**config.mk**
```make
export PLATFORM = sky130hd
export DESIGN_NAME = urbs_rx_status
export DESIGN_NICKNAME = d
export VERILOG_FILES = /design/src/shared/urbs_pkg.sv /design/src/rtl/urbs_rx_status.sv /design/src/rtl/urbs_sync.sv
export VERILOG_INCLUDE_DIRS = /design/src /design/src/shared
export SDC_FILE = /design/constraint.sdc
export NUM_CORES = 1
export LEC_CHECK = 0
export BUFFER_PORTS_ARGS = -buffer_cell sky130_fd_sc_hd__buf_2
export CAP_MARGIN = 20
export CORE_MARGIN = 3
export CORE_UTILIZATION = 55
export DETAILED_ROUTE_END_ITERATION = 10
export PLACE_DENSITY = 0.77
export SLEW_MARGIN = 20
export SYNTH_ARGS = -nofsm -noshare
export SYNTH_HDL_FRONTEND = slang
export SYNTH_SLANG_ARGS = --single-unit
```
**constraint.sdc**
```tcl
create_clock -name clock -period 4 [get_ports clock]
set_input_delay 0.6 -clock clock [delete_from_list [all_inputs] [get_ports clock]]
set_output_delay 0.6 -clock clock [all_outputs]
set_load 0.05 [all_outputs]
```
**src/shared/urbs_cfg.svh**
```systemverilog
/*
  Offsets, field positions, reset values and default sizes of the
  receive break and FIFO error status block.
  Assumes an 8-bit register port with byte offsets.
*/
`ifndef URBS_CFG_SVH
`define URBS_CFG_SVH

// ----------------------------------------------------------------
// Register offsets
// ----------------------------------------------------------------
`define URBS_OFF_STAT0   8'h00
`define URBS_OFF_DATA    8'h04
`define URBS_OFF_STAT1   8'h08
`define URBS_OFF_CTRL    8'h0C

// ----------------------------------------------------------------
// Field positions
// ----------------------------------------------------------------
`define URBS_BIT_BEGIN   3
`define URBS_BIT_END     4
`define URBS_BIT_EIF     5
`define URBS_S1_RNE      1
`define URBS_S1_PRE      3
`define URBS_S1_FRE      4
`define URBS_S1_ROR      5
`define URBS_CTRL_RXEN   0
`define URBS_TAG_PAR     8
`define URBS_TAG_FRM     9
`define URBS_TAG_AUX     10
`define URBS_TAG_LO      8
`define URBS_TAG_HI      10

// ----------------------------------------------------------------
// Reset values and sizes
// ----------------------------------------------------------------
`define URBS_CTRL_RST    8'h01
`define URBS_FIFO_DEPTH  8
`define URBS_DMA_LEVEL   5
`define URBS_BOTTOM_N    4
`define URBS_ENTRY_W     11

`endif

```
**src/shared/urbs_pkg.sv**
```systemverilog
/*
  Types of the receive break and FIFO error status block.
  Assumes nothing beyond a SystemVerilog compiler.
*/
package urbs_pkg;

  typedef logic [7:0] urbs_byte_t;

  // ----------------------------------------------------------------
  // Break tracking states
  // ----------------------------------------------------------------
  typedef enum logic [1:0] {
    URBS_ARMED    = 2'b01,
    URBS_IN_BREAK = 2'b10
  } urbs_brk_t;

endpackage
```
**src/rtl/urbs_rx_status.sv**
```systemverilog
/*
  Receive FIFO with error tags, break begin and end tracking, the
  error-in-FIFO flag and the gating of receive DMA requests.
  Assumes a receive shifter on the same clock that offers one
  character per pulse, and a register master on the same clock.
*/
`include "urbs_cfg.svh"

// How it works
// - Break end flag sets on a receive pin rise once break begin is latched.
// - Setting break end re-arms break begin detection; the flags alternate.
// - Setting break end lets received characters enter the FIFO again.
// - Error-in-FIFO sits at status bit 5, read-only, derived from FIFO.
// - No tag bit 8..10 in bottom four entries: flag clear, DMA enabled.
// - Any tag bit 8..10 in bottom four entries sets flag, requests irq.
// - While error-in-FIFO is set, receive DMA requests are held off.
// - All-zero null character sets break begin and requests an interrupt.
// - Only the first all-zero null is stored; later ones dropped until end.
// - Tag bit 8 marks a parity error and travels with its byte.
// - Tag bit 9 marks a framing error and travels with its byte.
module urbs_rx_status #(
  parameter int DEPTH     = `URBS_FIFO_DEPTH,
  parameter int DMA_LEVEL = `URBS_DMA_LEVEL
) (
  input  wire logic          clock,
  input  wire logic          rst,
  input  wire logic          clk_en,
  input  wire logic          rx_pin,
  input  wire logic          char_valid,
  input  wire urbs_pkg::urbs_byte_t char_data,
  input  wire logic          char_parity_err,
  input  wire logic          char_frame_err,
  input  wire logic          char_aux_err,
  input  wire logic          char_null_break,
  input  wire urbs_pkg::urbs_byte_t reg_addr,
  input  wire urbs_pkg::urbs_byte_t reg_wdata,
  input  wire logic          reg_wr,
  input  wire logic          reg_rd,
  output urbs_pkg::urbs_byte_t reg_rdata,
  output logic               dma_rx_req,
  output logic               break_irq,
  output logic               fifo_err_irq
);
  import urbs_pkg::*;

  localparam int PW = $clog2(DEPTH);
  localparam int EW = `URBS_ENTRY_W;

  // ----------------------------------------------------------------
  // Size check
  // ----------------------------------------------------------------
  if (DEPTH < `URBS_BOTTOM_N || (DEPTH & (DEPTH - 1)) != 0 ||
      DMA_LEVEL < 1 || DMA_LEVEL > DEPTH) begin : g_bad
    $error("urbs_rx_status: unsupported DEPTH or DMA_LEVEL");
  end

  typedef struct packed {
    logic [DEPTH-1:0][EW-1:0] mem;
    logic [PW-1:0]            wr_ptr;
    logic [PW-1:0]            rd_ptr;
    logic [PW:0]              count;
    urbs_brk_t                brk;
    logic                     brk_begin;
    logic                     brk_end;
    logic                     fifo_error_flag;
    logic                     ror;
    logic                     rx_prev;
    urbs_byte_t               ctrl;
    urbs_byte_t               rdata;
  } urbs_st_t;

  urbs_st_t q;
  urbs_st_t d;
  logic     rx_s;
  logic     rise;
  logic     store_ok;
  logic     push;
  logic     pop;
  logic     full;
  logic     clr_begin;
  logic     clr_end;

  // ----------------------------------------------------------------
  // Tag scan over the bottom entries
  // ----------------------------------------------------------------
  function automatic logic bottom_err(input urbs_st_t s);
    logic          any;
    logic [PW-1:0] idx;
    any = 1'b0;
    for (int i = 0; i < `URBS_BOTTOM_N; i++) begin
      idx = PW'(s.rd_ptr + PW'(i));
      if ((PW+1)'(i) < s.count) begin
        any = any | (|s.mem[idx][`URBS_TAG_HI:`URBS_TAG_LO]);
      end
    end
    return any;
  endfunction

  urbs_sync u_rx_sync (
    .clock  (clock),
    .rst    (rst),
    .clk_en (clk_en),
    .din    (rx_pin),
    .dout   (rx_s)
  );

  // ----------------------------------------------------------------
  // Next state
  // ----------------------------------------------------------------
  always_comb begin
    d         = q;
    d.rdata   = '0;
    d.rx_prev = rx_s;
    rise      = rx_s & ~q.rx_prev;
    store_ok  = 1'b0;
    clr_begin = reg_wr && reg_addr == `URBS_OFF_STAT0 &&
                reg_wdata[`URBS_BIT_BEGIN];
    clr_end   = reg_wr && reg_addr == `URBS_OFF_STAT0 &&
                reg_wdata[`URBS_BIT_END];
    d.brk_begin = q.brk_begin & ~clr_begin;
    d.brk_end   = q.brk_end & ~clr_end;
    case (q.brk)
      URBS_ARMED: begin
        store_ok = char_valid;
        if (char_valid && char_null_break) begin
          d.brk_begin = 1'b1;
          d.brk       = URBS_IN_BREAK;
        end
      end
      URBS_IN_BREAK: begin
        store_ok = 1'b0;
        if (rise) begin
          d.brk_end = 1'b1;
          d.brk     = URBS_ARMED;
        end
      end
      default: begin
        d.brk = URBS_ARMED;
      end
    endcase
    full = q.count == (PW+1)'(DEPTH);
    pop  = reg_rd && reg_addr == `URBS_OFF_DATA && q.count != '0;
    push = store_ok && q.ctrl[`URBS_CTRL_RXEN] && (!full || pop);
    if (reg_wr && reg_addr == `URBS_OFF_STAT1 &&
        reg_wdata[`URBS_S1_ROR]) begin
      d.ror = 1'b0;
    end
    if (store_ok && q.ctrl[`URBS_CTRL_RXEN] && full && !pop) begin
      d.ror = 1'b1;
    end
    if (push) begin
      d.mem[q.wr_ptr] = {char_aux_err, char_frame_err,
                         char_parity_err, char_data};
      d.wr_ptr        = PW'(q.wr_ptr + 1'b1);
    end
    if (pop) begin
      d.rd_ptr = PW'(q.rd_ptr + 1'b1);
    end
    d.count = (PW+1)'(q.count + push - pop);
    d.fifo_error_flag   = bottom_err(d);
    if (reg_wr && reg_addr == `URBS_OFF_CTRL) begin
      d.ctrl = reg_wdata;
    end
    if (reg_rd) begin
      case (reg_addr)
        `URBS_OFF_STAT0: begin
          d.rdata[`URBS_BIT_BEGIN] = q.brk_begin;
          d.rdata[`URBS_BIT_END]   = q.brk_end;
          d.rdata[`URBS_BIT_EIF]   = q.fifo_error_flag;
        end
        `URBS_OFF_DATA: begin
          d.rdata = q.mem[q.rd_ptr][7:0];
        end
        `URBS_OFF_STAT1: begin
          d.rdata[`URBS_S1_RNE] = q.count != '0;
          d.rdata[`URBS_S1_PRE] = q.count != '0 &&
                                  q.mem[q.rd_ptr][`URBS_TAG_PAR];
          d.rdata[`URBS_S1_FRE] = q.count != '0 &&
                                  q.mem[q.rd_ptr][`URBS_TAG_FRM];
          d.rdata[`URBS_S1_ROR] = q.ror;
        end
        `URBS_OFF_CTRL: begin
          d.rdata = q.ctrl;
        end
        default: begin
          d.rdata = '0;
        end
      endcase
    end
    if (!clk_en) begin
      d = q;
    end
  end

  always_ff @(posedge clock or posedge rst) begin
    if (rst) begin
      q         <= '0;
      q.brk     <= URBS_ARMED;
      q.ctrl    <= `URBS_CTRL_RST;
      q.rx_prev <= 1'b1;
    end else begin
      q <= d;
    end
  end

  // ----------------------------------------------------------------
  // Outputs
  // ----------------------------------------------------------------
  assign reg_rdata    = q.rdata;
  assign dma_rx_req   = q.count >= (PW+1)'(DMA_LEVEL) && !q.fifo_error_flag;
  assign break_irq    = q.brk_begin | q.brk_end;
  assign fifo_err_irq = q.fifo_error_flag;
endmodule

```
**src/rtl/urbs_sync.sv**
```systemverilog
/*
  Two flip-flop synchroniser for the serial receive pin.
  Assumes the pin idles high; it resets to the idle level.
*/
module urbs_sync (
  input  wire logic clock,
  input  wire logic rst,
  input  wire logic clk_en,
  input  wire logic din,
  output logic      dout
);
  import urbs_pkg::*;

  typedef struct packed {
    logic s1;
    logic s2;
  } urbs_sync_st_t;

  urbs_sync_st_t q;
  urbs_sync_st_t d;

  always_comb begin
    d = q;
    if (clk_en) begin
      d.s1 = din;
      d.s2 = q.s1;
    end
  end

  always_ff @(posedge clock or posedge rst) begin
    if (rst) begin
      q <= '1;
    end else begin
      q <= d;
    end
  end

  assign dout = q.s2;

endmodule

```
# == After elaboration in Yosys (flattened, before gate mapping) ==
# Index checks and enable logic that the tools add are counted.
# word_totals
out_inout_bits,11
regBits,123
# classes
addsub,7
n_reduce_logical,32
bitwise_logic,10
eq_ne,8
n_mux,34
order_cmp,12
# ops
operator,count
binary-select mux 11 bit (select 3 bit),5
two-way mux 91 bit,1
bitwise mux 88 bit,1
two-way mux 11 bit,5
demux 11 bit (select 3 bit),1
less-than comparator 3 x 4 -> 1 bit (second input constant),6
logical AND 1 bit,17
== test 8 x 4 -> 1 bit (second input constant),2
one-hot mux 3 bit (4 select lines),1
OR reduction 3 bit,4
two-way mux 1 bit,10
two-way mux 10 bit,1
adder 3 x 1 -> 3 bit (second input constant),3
== test 8 x 3 -> 1 bit (second input constant),1
logical NOT 8 bit,1
less-than comparator 1 x 4 -> 1 bit (first input constant),2
less-than comparator 2 x 4 -> 1 bit (first input constant),2
two-way mux 8 bit,1
one-hot mux 2 bit (2 select lines),2
adder 3 x 2 -> 3 bit (second input constant),2
two-way mux 3 bit,2
AND reduction 2 bit,3
adder 4 x 1 -> 4 bit,1
== test 4 bit (second input constant),1
17 further kinds,28

# == Longest topological paths before layout ==
# Gate-level depths: netlist of run 1.
# logic_depth
ltp_word,16
ltp_mapped,20
depth_no_buf,18

# == By module ==
# Synthesis of run 1 repeated with hierarchy kept, for this count alone.
# unflattened
hier_cells,511
area_unflattened_um2,6418.7
# modules_own_cells
mod,area_each_um2,cells_per_inst,n_inst
urbs_rx_status,6339.8,506,1
urbs_sync,78.8,5,1

# == Worst setup path after synthesis of run 1 ==
# OpenSTA, ideal clock, no wires.
# synth_path
path_type,input port to flip-flop
from,input reg_addr[1]
to,register q (netlist bit fifo_err_irq)
stages,17
arrival_ns,3.812
path_buffers,2
path_slack_ns,0.042
path_cell_list,nor4_4 -> nand4_4 -> a21oi_1 -> buf_2 -> inv_1 -> ha_1 -> inv_1 -> ha_1 -> inv_1 -> fa_1 -> xnor2_1 -> nor2b_1 -> clkbuf_1 -> o21ai_0 -> or3b_1 -> nand3_2 -> a41oi_2
# synth_between
elab_chain_cells,16
elab_cells_between_ends,35
# synth_lines
element,line_no,source
from (decl),urbs_rx_status.sv:35,"input wire urbs_pkg::urbs_byte_t reg_addr,"
== test 8 x 3 -> 1 bit *,-,
logical AND 1 bit (no line) *,-,
logical AND 1 bit *,urbs_rx_status.sv:142,pop = reg_rd && reg_addr == `URBS_OFF_DATA && q.count != '0;
"parallel branches: the longest is 12 deep, another holds adder 4 x 1 -> 4 bit",-,
two-way mux 1 bit *,urbs_rx_status.sv:92,if ((PW+1)'(i) < s.count) begin
to (decl),urbs_rx_status.sv:72,urbs_st_t q;
# Mark *: on every way between the ends. The select of a mux whose other input is x is not followed.
# A chain may end at the register's enable or synchronous reset.

# == Final worst setup path of run 1 ==
# layout_path
from,register q[25] (netlist bit)
to,register q (netlist bit fifo_err_irq)
# layout_between
elab_chain_cells,15
elab_cells_between_ends,36
# layout_lines
element,line_no
"parallel branches: the longest is 14 deep, another holds adder 4 x 1 -> 4 bit",-
two-way mux 1 bit *,urbs_rx_status.sv:92
# Marked as above.

==> results.sh, run 1 <==
export IMPL_cts_sinks=123
export IMPL_cts_tree="yes"
export IMPL_async_reset_ff_share_pct=100
export IMPL_use_met2_pct=39.2
export IMPL_synth_top_cell_area_share_pct=45.5
export IMPL_met1_usage_pct=30.4
export IMPL_rr_endpoint="fifo_err_irq"
export IMPL_critPathArrivalTime_ps=4020
export IMPL_hold_class="input port to async pin"
export IMPL_dp_hpwl_um=9650
export IMPL_antenna_found_initial=0
export IMPL_via_per_inst=6.13
export IMPL_ys_seq_area_share_pct=47.5
export IMPL_final_common_cell="dfrtp_1"
export IMPL_area_growth_pct=15.4
export IMPL_floorplan_initialDensity_pct=56.6
export IMPL_antennaDiodeCount=0
export IMPL_tns_ps=0
export IMPL_final_cell_count_no_fill=726
export IMPL_leakagePower_nw=3.51
export IMPL_finalHoldViolCount=0
export IMPL_die_w_um=115
export IMPL_ff_latch_area_um2=3080
export IMPL_cp_top_family="compound AO/OA/AOI/OAI gates"
export IMPL_clock_root_buffer="clkbuf_16"
export IMPL_final_cell_mix="118 x dfrtp_1, 107 x mux2_2, 45 x buf_2"
export IMPL_cp_required_ps=4270
export IMPL_power_frac_clock_pct=45.1
export IMPL_synth_cell_types=58
export IMPL_dp_cells=694
export IMPL_power_density_nw_per_um2=447
export IMPL_fillCellCount=804
export IMPL_die_y_um=115
export IMPL_grtUsageMet3_pct=4.86
export IMPL_slew_headroom_pct=52.5
export IMPL_clkSlewWorstSetupHoldPaths_ps=50
export IMPL_drive_gt1_share_pct=41.3
export IMPL_syn_cell_area_um2=6490
export IMPL_worstSkewPairLatency_ps=410
export IMPL_postRouteWirelength_um=14500
export IMPL_crit_fanout=8
export IMPL_dpl_cell_area_um2=6890
export IMPL_fmax_mhz=266
export IMPL_drcViolationCount=0
export IMPL_synth_area_leaders="dfrtp_1 46%, mux2_2 19%, mux4_2 6.9%"
export IMPL_ys_ff_latch=123
export IMPL_cts_htree_levels=4
export IMPL_syn_num_nets=567
export IMPL_tightest_slew_ps=713
export IMPL_r2r_start="q[25]"
export IMPL_synth_edf_count=0
export IMPL_r2r_setup_slack_ps=240
export IMPL_dr_pass1_iters=4
export IMPL_p_int_mw=2.46
export IMPL_stdcell_area_um2=7490
export IMPL_cp_slowest_cell="or3b_1"
export IMPL_final_setup_viol_count=0
export IMPL_grt_setup_unrepaired="false"
export IMPL_grt_total_usage_pct=23.4
export IMPL_max_stage_delay_ps=420
export IMPL_switching_share_pct=26.3
export IMPL_cp_num_buf_inv=5
export IMPL_coreArea_um2=11500
export IMPL_comb_power_share_pct=14.7
export IMPL_status="finished clean"
export IMPL_startpoint="q[25]"
export IMPL_initialDrtViolationCount=445
export IMPL_synth_ff_type="dfrtp_1"
export IMPL_finClkSkew_ps=8.16
export IMPL_cts_buffers=17
export IMPL_synth_simple_area_share_pct=8.58
export IMPL_grt_pass1_wl_um=23700
export IMPL_gp_congestion=0.861
export IMPL_ctsHoldBuffers=0
export IMPL_ios=46
export IMPL_antenna_left=0
export IMPL_synth_top_area_cell="dfrtp_1"
export IMPL_worstPathCellList="inv_1 -> ha_1 -> or3b_1 -> nand4_4 -> buf_4 -> inv_1 -> ha_1 -> inv_1 -> ha_1 -> a21o_1 -> a21oi_1 -> xnor2_1 -> nor2b_1 -> buf_4 -> a21oi_1 -> a22oi_1 -> a21oi_1 -> a21oi_2 -> a41oi_2"
export IMPL_postSynthCellCount=520
export IMPL_path_depth=19
export IMPL_num_rows=39
export IMPL_vdd_ir_drop_max_mv=0.373
export IMPL_synth_top_family_by_area="multiplexers"
export IMPL_top_usage_layer="met2"
export IMPL_critPathKind="register to register"
export IMPL_grt_pass1_vias=4631
export IMPL_avgSynthCellArea_um2=12.5
export IMPL_grt_max_degree=68
export IMPL_synth_adder_area_share_pct=2.43
export IMPL_period_minus_slack_ps=3760
export IMPL_clock_path_buffers=2
export IMPL_start_kind="register"
export IMPL_grt_overflow=0
export IMPL_synth_xor_area_share_pct=2.47
export IMPL_multiInputGateArea_um2=3150
export IMPL_rr_worst_depth=19
export IMPL_slew_viol_final=0
export IMPL_synth_area_mux_share_pct=28.0
export IMPL_wl_per_cell_um=20.0
export IMPL_crit_path_end_kind="register"
export IMPL_fin_nets=617
export IMPL_dieArea_um2=13100
export IMPL_dr_total_vias=4451
export IMPL_ys_warnings_count=0
export IMPL_synth_compound_area_share_pct=6.98
export IMPL_final_util_pct=65.3
export IMPL_io_buffers=45
export IMPL_cap_violations=0
export IMPL_period_share_pct=93.9
export IMPL_seqPwrFrac_pct=40.2
export IMPL_switchingPower_mw=0.880
## how the worst max path moves through the flow
stage | endpoint | slack, ps
2_1_floorplan | fifo_err_irq | 40
3_3_place_gp | fifo_err_irq | 330
3_5_place_dp | fifo_err_irq | 110
4_1_cts | fifo_err_irq | 190
5_1_grt | fifo_err_irq | 20
6_report | fifo_err_irq | 240
## power groups by stage
stage               clock [mW]  sequential (mW)  combinational [mW]
global route              1.58             1.35               0.545
global placement             0             1.36               0.472
detailed placement           0             1.36               0.485
floorplan                    0             1.36               0.354
finish                    1.51             1.34               0.491
CTS                       1.52             1.34               0.496
## kinds of logic (layout without fill, tap and decap cells)
logic type	after synthesis	in the layout
compound gates	65	65
xor+xnor	14	14
fa+ha+maj	12	12
buf+inv	58	121
flops	123	123
mux	142	142
simple gates	106	106
## cell usage after synthesis (all sizes together) (2+ instances only)
cell type,number
a2111oi,3
a211oi,9
a21oi,18
a221oi,3
a311oi,2
a31oi,4
a41oi,2
buf,21
clkbuf,14
dfrtp,118
dfstp,5
ha,11
inv,22
mux2,107
mux2i,15
mux4,20
nand2,28
nand2b,2
nand3,9
nand3b,2
nand4,5
nor2,26
nor2b,5
nor3,13
nor3b,3
nor4,2
o21ai,6
o22ai,9
or3,4
or3b,2
xnor2,9
xor2,5
## layout make-up
type	instances	share of cell area, %
Clock buffer	22	6.33
Clock inverter	10	1.54
Inverter	23	1.19
Multi-Input combinational cell	339	42.1
Sequential cell	123	41.2
Tap cell	143	2.39
Timing Repair Buffer	66	5.28
## per-stage QoR
| step | power, mW | setup WS [ps] | hold slack (ps) |
|---|---|---|---|
| floorplan | 1.71 | 41.7 | 458 |
| global placement | 1.83 | 335 | 482 |
| detailed placement | 1.85 | 115 | 487 |
| CTS | 3.36 | 187 | 341 |
| global route | 3.47 | 22.7 | 383 |
| finish | 3.34 | 242 | 321 |
## worst register-to-register path, stage by stage, from the launching register on
cell and delay (ps):
dfrtp_1 380, inv_1 130, ha_1 150, or3b_1 420
nand4_4 110, buf_4 180, inv_1 100, ha_1 240
inv_1 60, ha_1 210, a21o_1 180, a21oi_1 190
xnor2_1 180, nor2b_1 190, buf_4 170, a21oi_1 80
a22oi_1 250, a21oi_1 90, a21oi_2 190, a41oi_2 130
## routing by layer
layer	vias to the layer above	share of wire, %	wire [um]
li1	2006	-	-
met1	2281	41	6010
met2	144	51	7430
met3	20	6.1	883
met4	0	1.4	210
met5	-	0	0
## timing repair
action,in CTS,in global routing
endpoints found under the hold margin,0,0
gates resized for setup,0,1
setup endpoints to repair,0,1
buffers inserted,0,0
No activity file was read; power rests on OpenSTA's default activity.
==> run 2: changes to the inputs <==
--- a/config.mk
+++ b/config.mk
@@ -15,4 +15,5 @@
 export SLEW_MARGIN = 20
 export SYNTH_ARGS = -nofsm -noshare
 export SYNTH_HDL_FRONTEND = slang
+export SYNTH_HIERARCHICAL = 1
 export SYNTH_SLANG_ARGS = --single-unit
==> run 2 against run 1 <==
  * Clock-buffer cell count fell by 3
  * Sequential cell count is the same
  * Largest power group unchanged
  * First-iteration DRC count shrank 30%
  * Critical endpoint unchanged
==> results.sh, run 2 <==
export IMPL_p_total_mw=3.40
export IMPL_dpl_cell_area_um2=6760
export IMPL_slew_viol_final=0
export IMPL_synth_compound_area_share_pct=4.95
export IMPL_syn_cell_area_um2=6420
export IMPL_dieArea_um2=13000
export IMPL_start_kind="input port"
export IMPL_wl_met3_um=749
export IMPL_startpoint="reg_addr[1]"
export IMPL_drive_gt1_share_pct=34.9
export IMPL_worstSkewPairLatency_ps=410
export IMPL_wl_met2_um=7310
export IMPL_final_cell_mix="118 x dfrtp_1, 69 x mux2_2, 45 x buf_2"
export IMPL_synth_xor_area_share_pct=1.83
export IMPL_final_util_pct=66.5
export IMPL_dr_pass1_iters=7
export IMPL_finalHoldViolCount=0
export IMPL_antenna_found_initial=0
export IMPL_antenna_left=0
export IMPL_die_y_um=114
export IMPL_cap_violations=0
export IMPL_io_buffers=45
export IMPL_crit_top_cell="inv_1"
export IMPL_hold_ws_ps=237
export IMPL_cp_slowest_cell="or4_1"
export IMPL_synth_ff_type="dfrtp_1"
export IMPL_tightest_slew_ps=797
export IMPL_grt_max_degree=66
export IMPL_via_per_inst=6.07
export IMPL_yosys_top_cells_count="118 x dfrtp_1, 69 x mux2_2, 35 x mux2_1, 26 x mux2i_1"
export IMPL_ctsHoldBuffers=0
export IMPL_fmax_mhz=268
export IMPL_final_setup_viol_count=0
export IMPL_cts_buffers=17
export IMPL_floorplan_initialDensity_pct=57.7
export IMPL_num_rows=38
export IMPL_power_density_nw_per_um2=460
export IMPL_fin_nets=604
export IMPL_cts_htree_levels=4
export IMPL_ys_ff_latch=123
export IMPL_critPathKind="input port to register"
export IMPL_cts_tree="yes"
export IMPL_crit_fanout=5
export IMPL_stdcell_area_um2=7390
export IMPL_top_layer="met4"
export IMPL_period_share_pct=93.1
export IMPL_antennaDiodeCount=0
export IMPL_dr_total_vias=4310
export IMPL_wl_per_cell_um=20.2
export IMPL_worstPathCellList="buf_2 -> or4_1 -> nor4_4 -> nor2_1 -> nor2_2 -> inv_1 -> ha_1 -> inv_1 -> ha_1 -> inv_1 -> fa_1 -> xor2_1 -> nand2_1 -> or2_2 -> a311oi_1 -> a41oi_1"
export IMPL_grt_setup_unrepaired="false"
export IMPL_final_common_cell="dfrtp_1"
export IMPL_cts_resized=0
export IMPL_yosysMostFrequentCell="dfrtp_1"
export IMPL_ios=46
export IMPL_r2r_start="q[26]"
export IMPL_cp_required_ps=4270
export IMPL_grt_overflow=0
export IMPL_slew_headroom_pct=46.9
export IMPL_initialDrtViolationCount=311
export IMPL_synth_top_cell_area_share_pct=46.0
export IMPL_grt_pass1_vias=4676
export IMPL_synth_area_leaders="dfrtp_1 46%, mux2_2 12%, mux4_2 7.0%"
export IMPL_leakagePower_nw=3.57
export IMPL_drcViolationCount=0
export IMPL_cts_setup_buffers=0
export IMPL_ys_seq_area_share_pct=48.1
export IMPL_synth_area_mux_share_pct=29.3
export IMPL_clock_path_buffers=2
export IMPL_synth_simple_area_share_pct=9.12
export IMPL_finClkSkew_ps=7.56
export IMPL_postSynthCellCount=511
export IMPL_postRouteWirelength_um=14400
export IMPL_dp_hpwl_um=9630
export IMPL_gp_congestion=0.872
export IMPL_synth_top_area_cell="dfrtp_1"
export IMPL_period_minus_slack_ps=3720
export IMPL_m1WireLength_um=5980
export IMPL_clkSlewWorstSetupHoldPaths_ps=60
export IMPL_clock_root_buffer="clkbuf_16"
export IMPL_syn_num_nets=558
export IMPL_grt_total_usage_pct=23.8
export IMPL_area_growth_pct=15.2
export IMPL_ys_warnings_count=6
export IMPL_async_reset_ff_share_pct=100
export IMPL_grt_pass1_wl_um=23800
export IMPL_avgSynthCellArea_um2=12.6
export IMPL_coreArea_um2=11100
export IMPL_crit_path_end_kind="register"
export IMPL_synth_adder_area_share_pct=2.61
export IMPL_max_stage_delay_ps=590
export IMPL_vdd_ir_drop_max_mv=0.471
export IMPL_cts_sinks=123
export IMPL_synth_edf_count=0
export IMPL_critPathArrivalTime_ps=3990
export IMPL_hold_class="input port to async pin"
export IMPL_die_w_um=114
export IMPL_synth_top_family_by_area="multiplexers"
export IMPL_status="finished clean"
export IMPL_synth_cell_types=57
run 2: cell types whose count changed after synthesis, moves of 7 or more:
cell / change
a211oi_1: -7
a21oi_1: -9
mux2_1: +35
mux2_2: -38
mux2i_1: +12
o21ai_0: +12
run 2: kinds of logic after synthesis:
logic type	Yosys count
multiplexers	150
AND/OR/NAND/NOR	110
AO/OA/AOI/OAI	50
adder cells (fa/ha/maj)	13
buffers and inverters	54
XOR/XNOR	11
flip-flops	123
run 2: path summary, 6_finish.rpt:
check,end,slack (ps),cells after the start
max,fifo_err_irq,280,16
min,u_rx_sync/q[1],240,2
max reg2reg,fifo_err_irq,290,17
min reg2reg,register,490,1
max in group asynchronous,async pin,2890,3
min in group clock,q[14],420,2
run 2: stage by stage:
stage,setup TNS [ps],instances,worst slack [ps]
final,0,710,276
after global routing,0,710,28.3
after CTS,0,710,322
after detailed placement,-72.6,678,-72.6
after global placement,0,678,148
after floorplan,0,511,86.8
run 2: area by class of cell:
| cell class | count | area, um^2 |
|---|---|---|
| Sequential cell | 123 | 3080 |
| Fill cell | 811 | 3730 |
| Multi-Input combinational cell | 334 | 3070 |
| Clock buffer | 19 | 443 |
| Tap cell | 140 | 175 |
| Clock inverter | 13 | 189 |
| Inverter | 21 | 81.3 |
| Timing Repair Buffer | 60 | 350 |
run 2: report_power, final:
group | internal [mW] | total, mW | leakage (nW) | switching, mW
clock network | 1.06 | 1.63 | 0.304 | 0.565
registers | 1.30 | 1.34 | 1.68 | 0.0459
logic | 0.168 | 0.430 | 1.59 | 0.262
total | 2.53 | 3.40 | 3.57 | 0.873
run 2: layer usage:
layer / vias up / GRT usage [%]
li1: 1944 / -
met5: - / 0
met1: 2211 / 29.0
met3: 30 / 5.84
met2: 125 / 40.6
met4: 0 / 9.66
run 2: critical path: cells and delay by family:
family,cells,cell delay [ps]
adder cells (fa/ha/maj),3,800
XOR/XNOR,1,180
AND/OR/NAND/NOR,6,1610
buffers and inverters,4,270
AO/OA/AOI/OAI,2,510
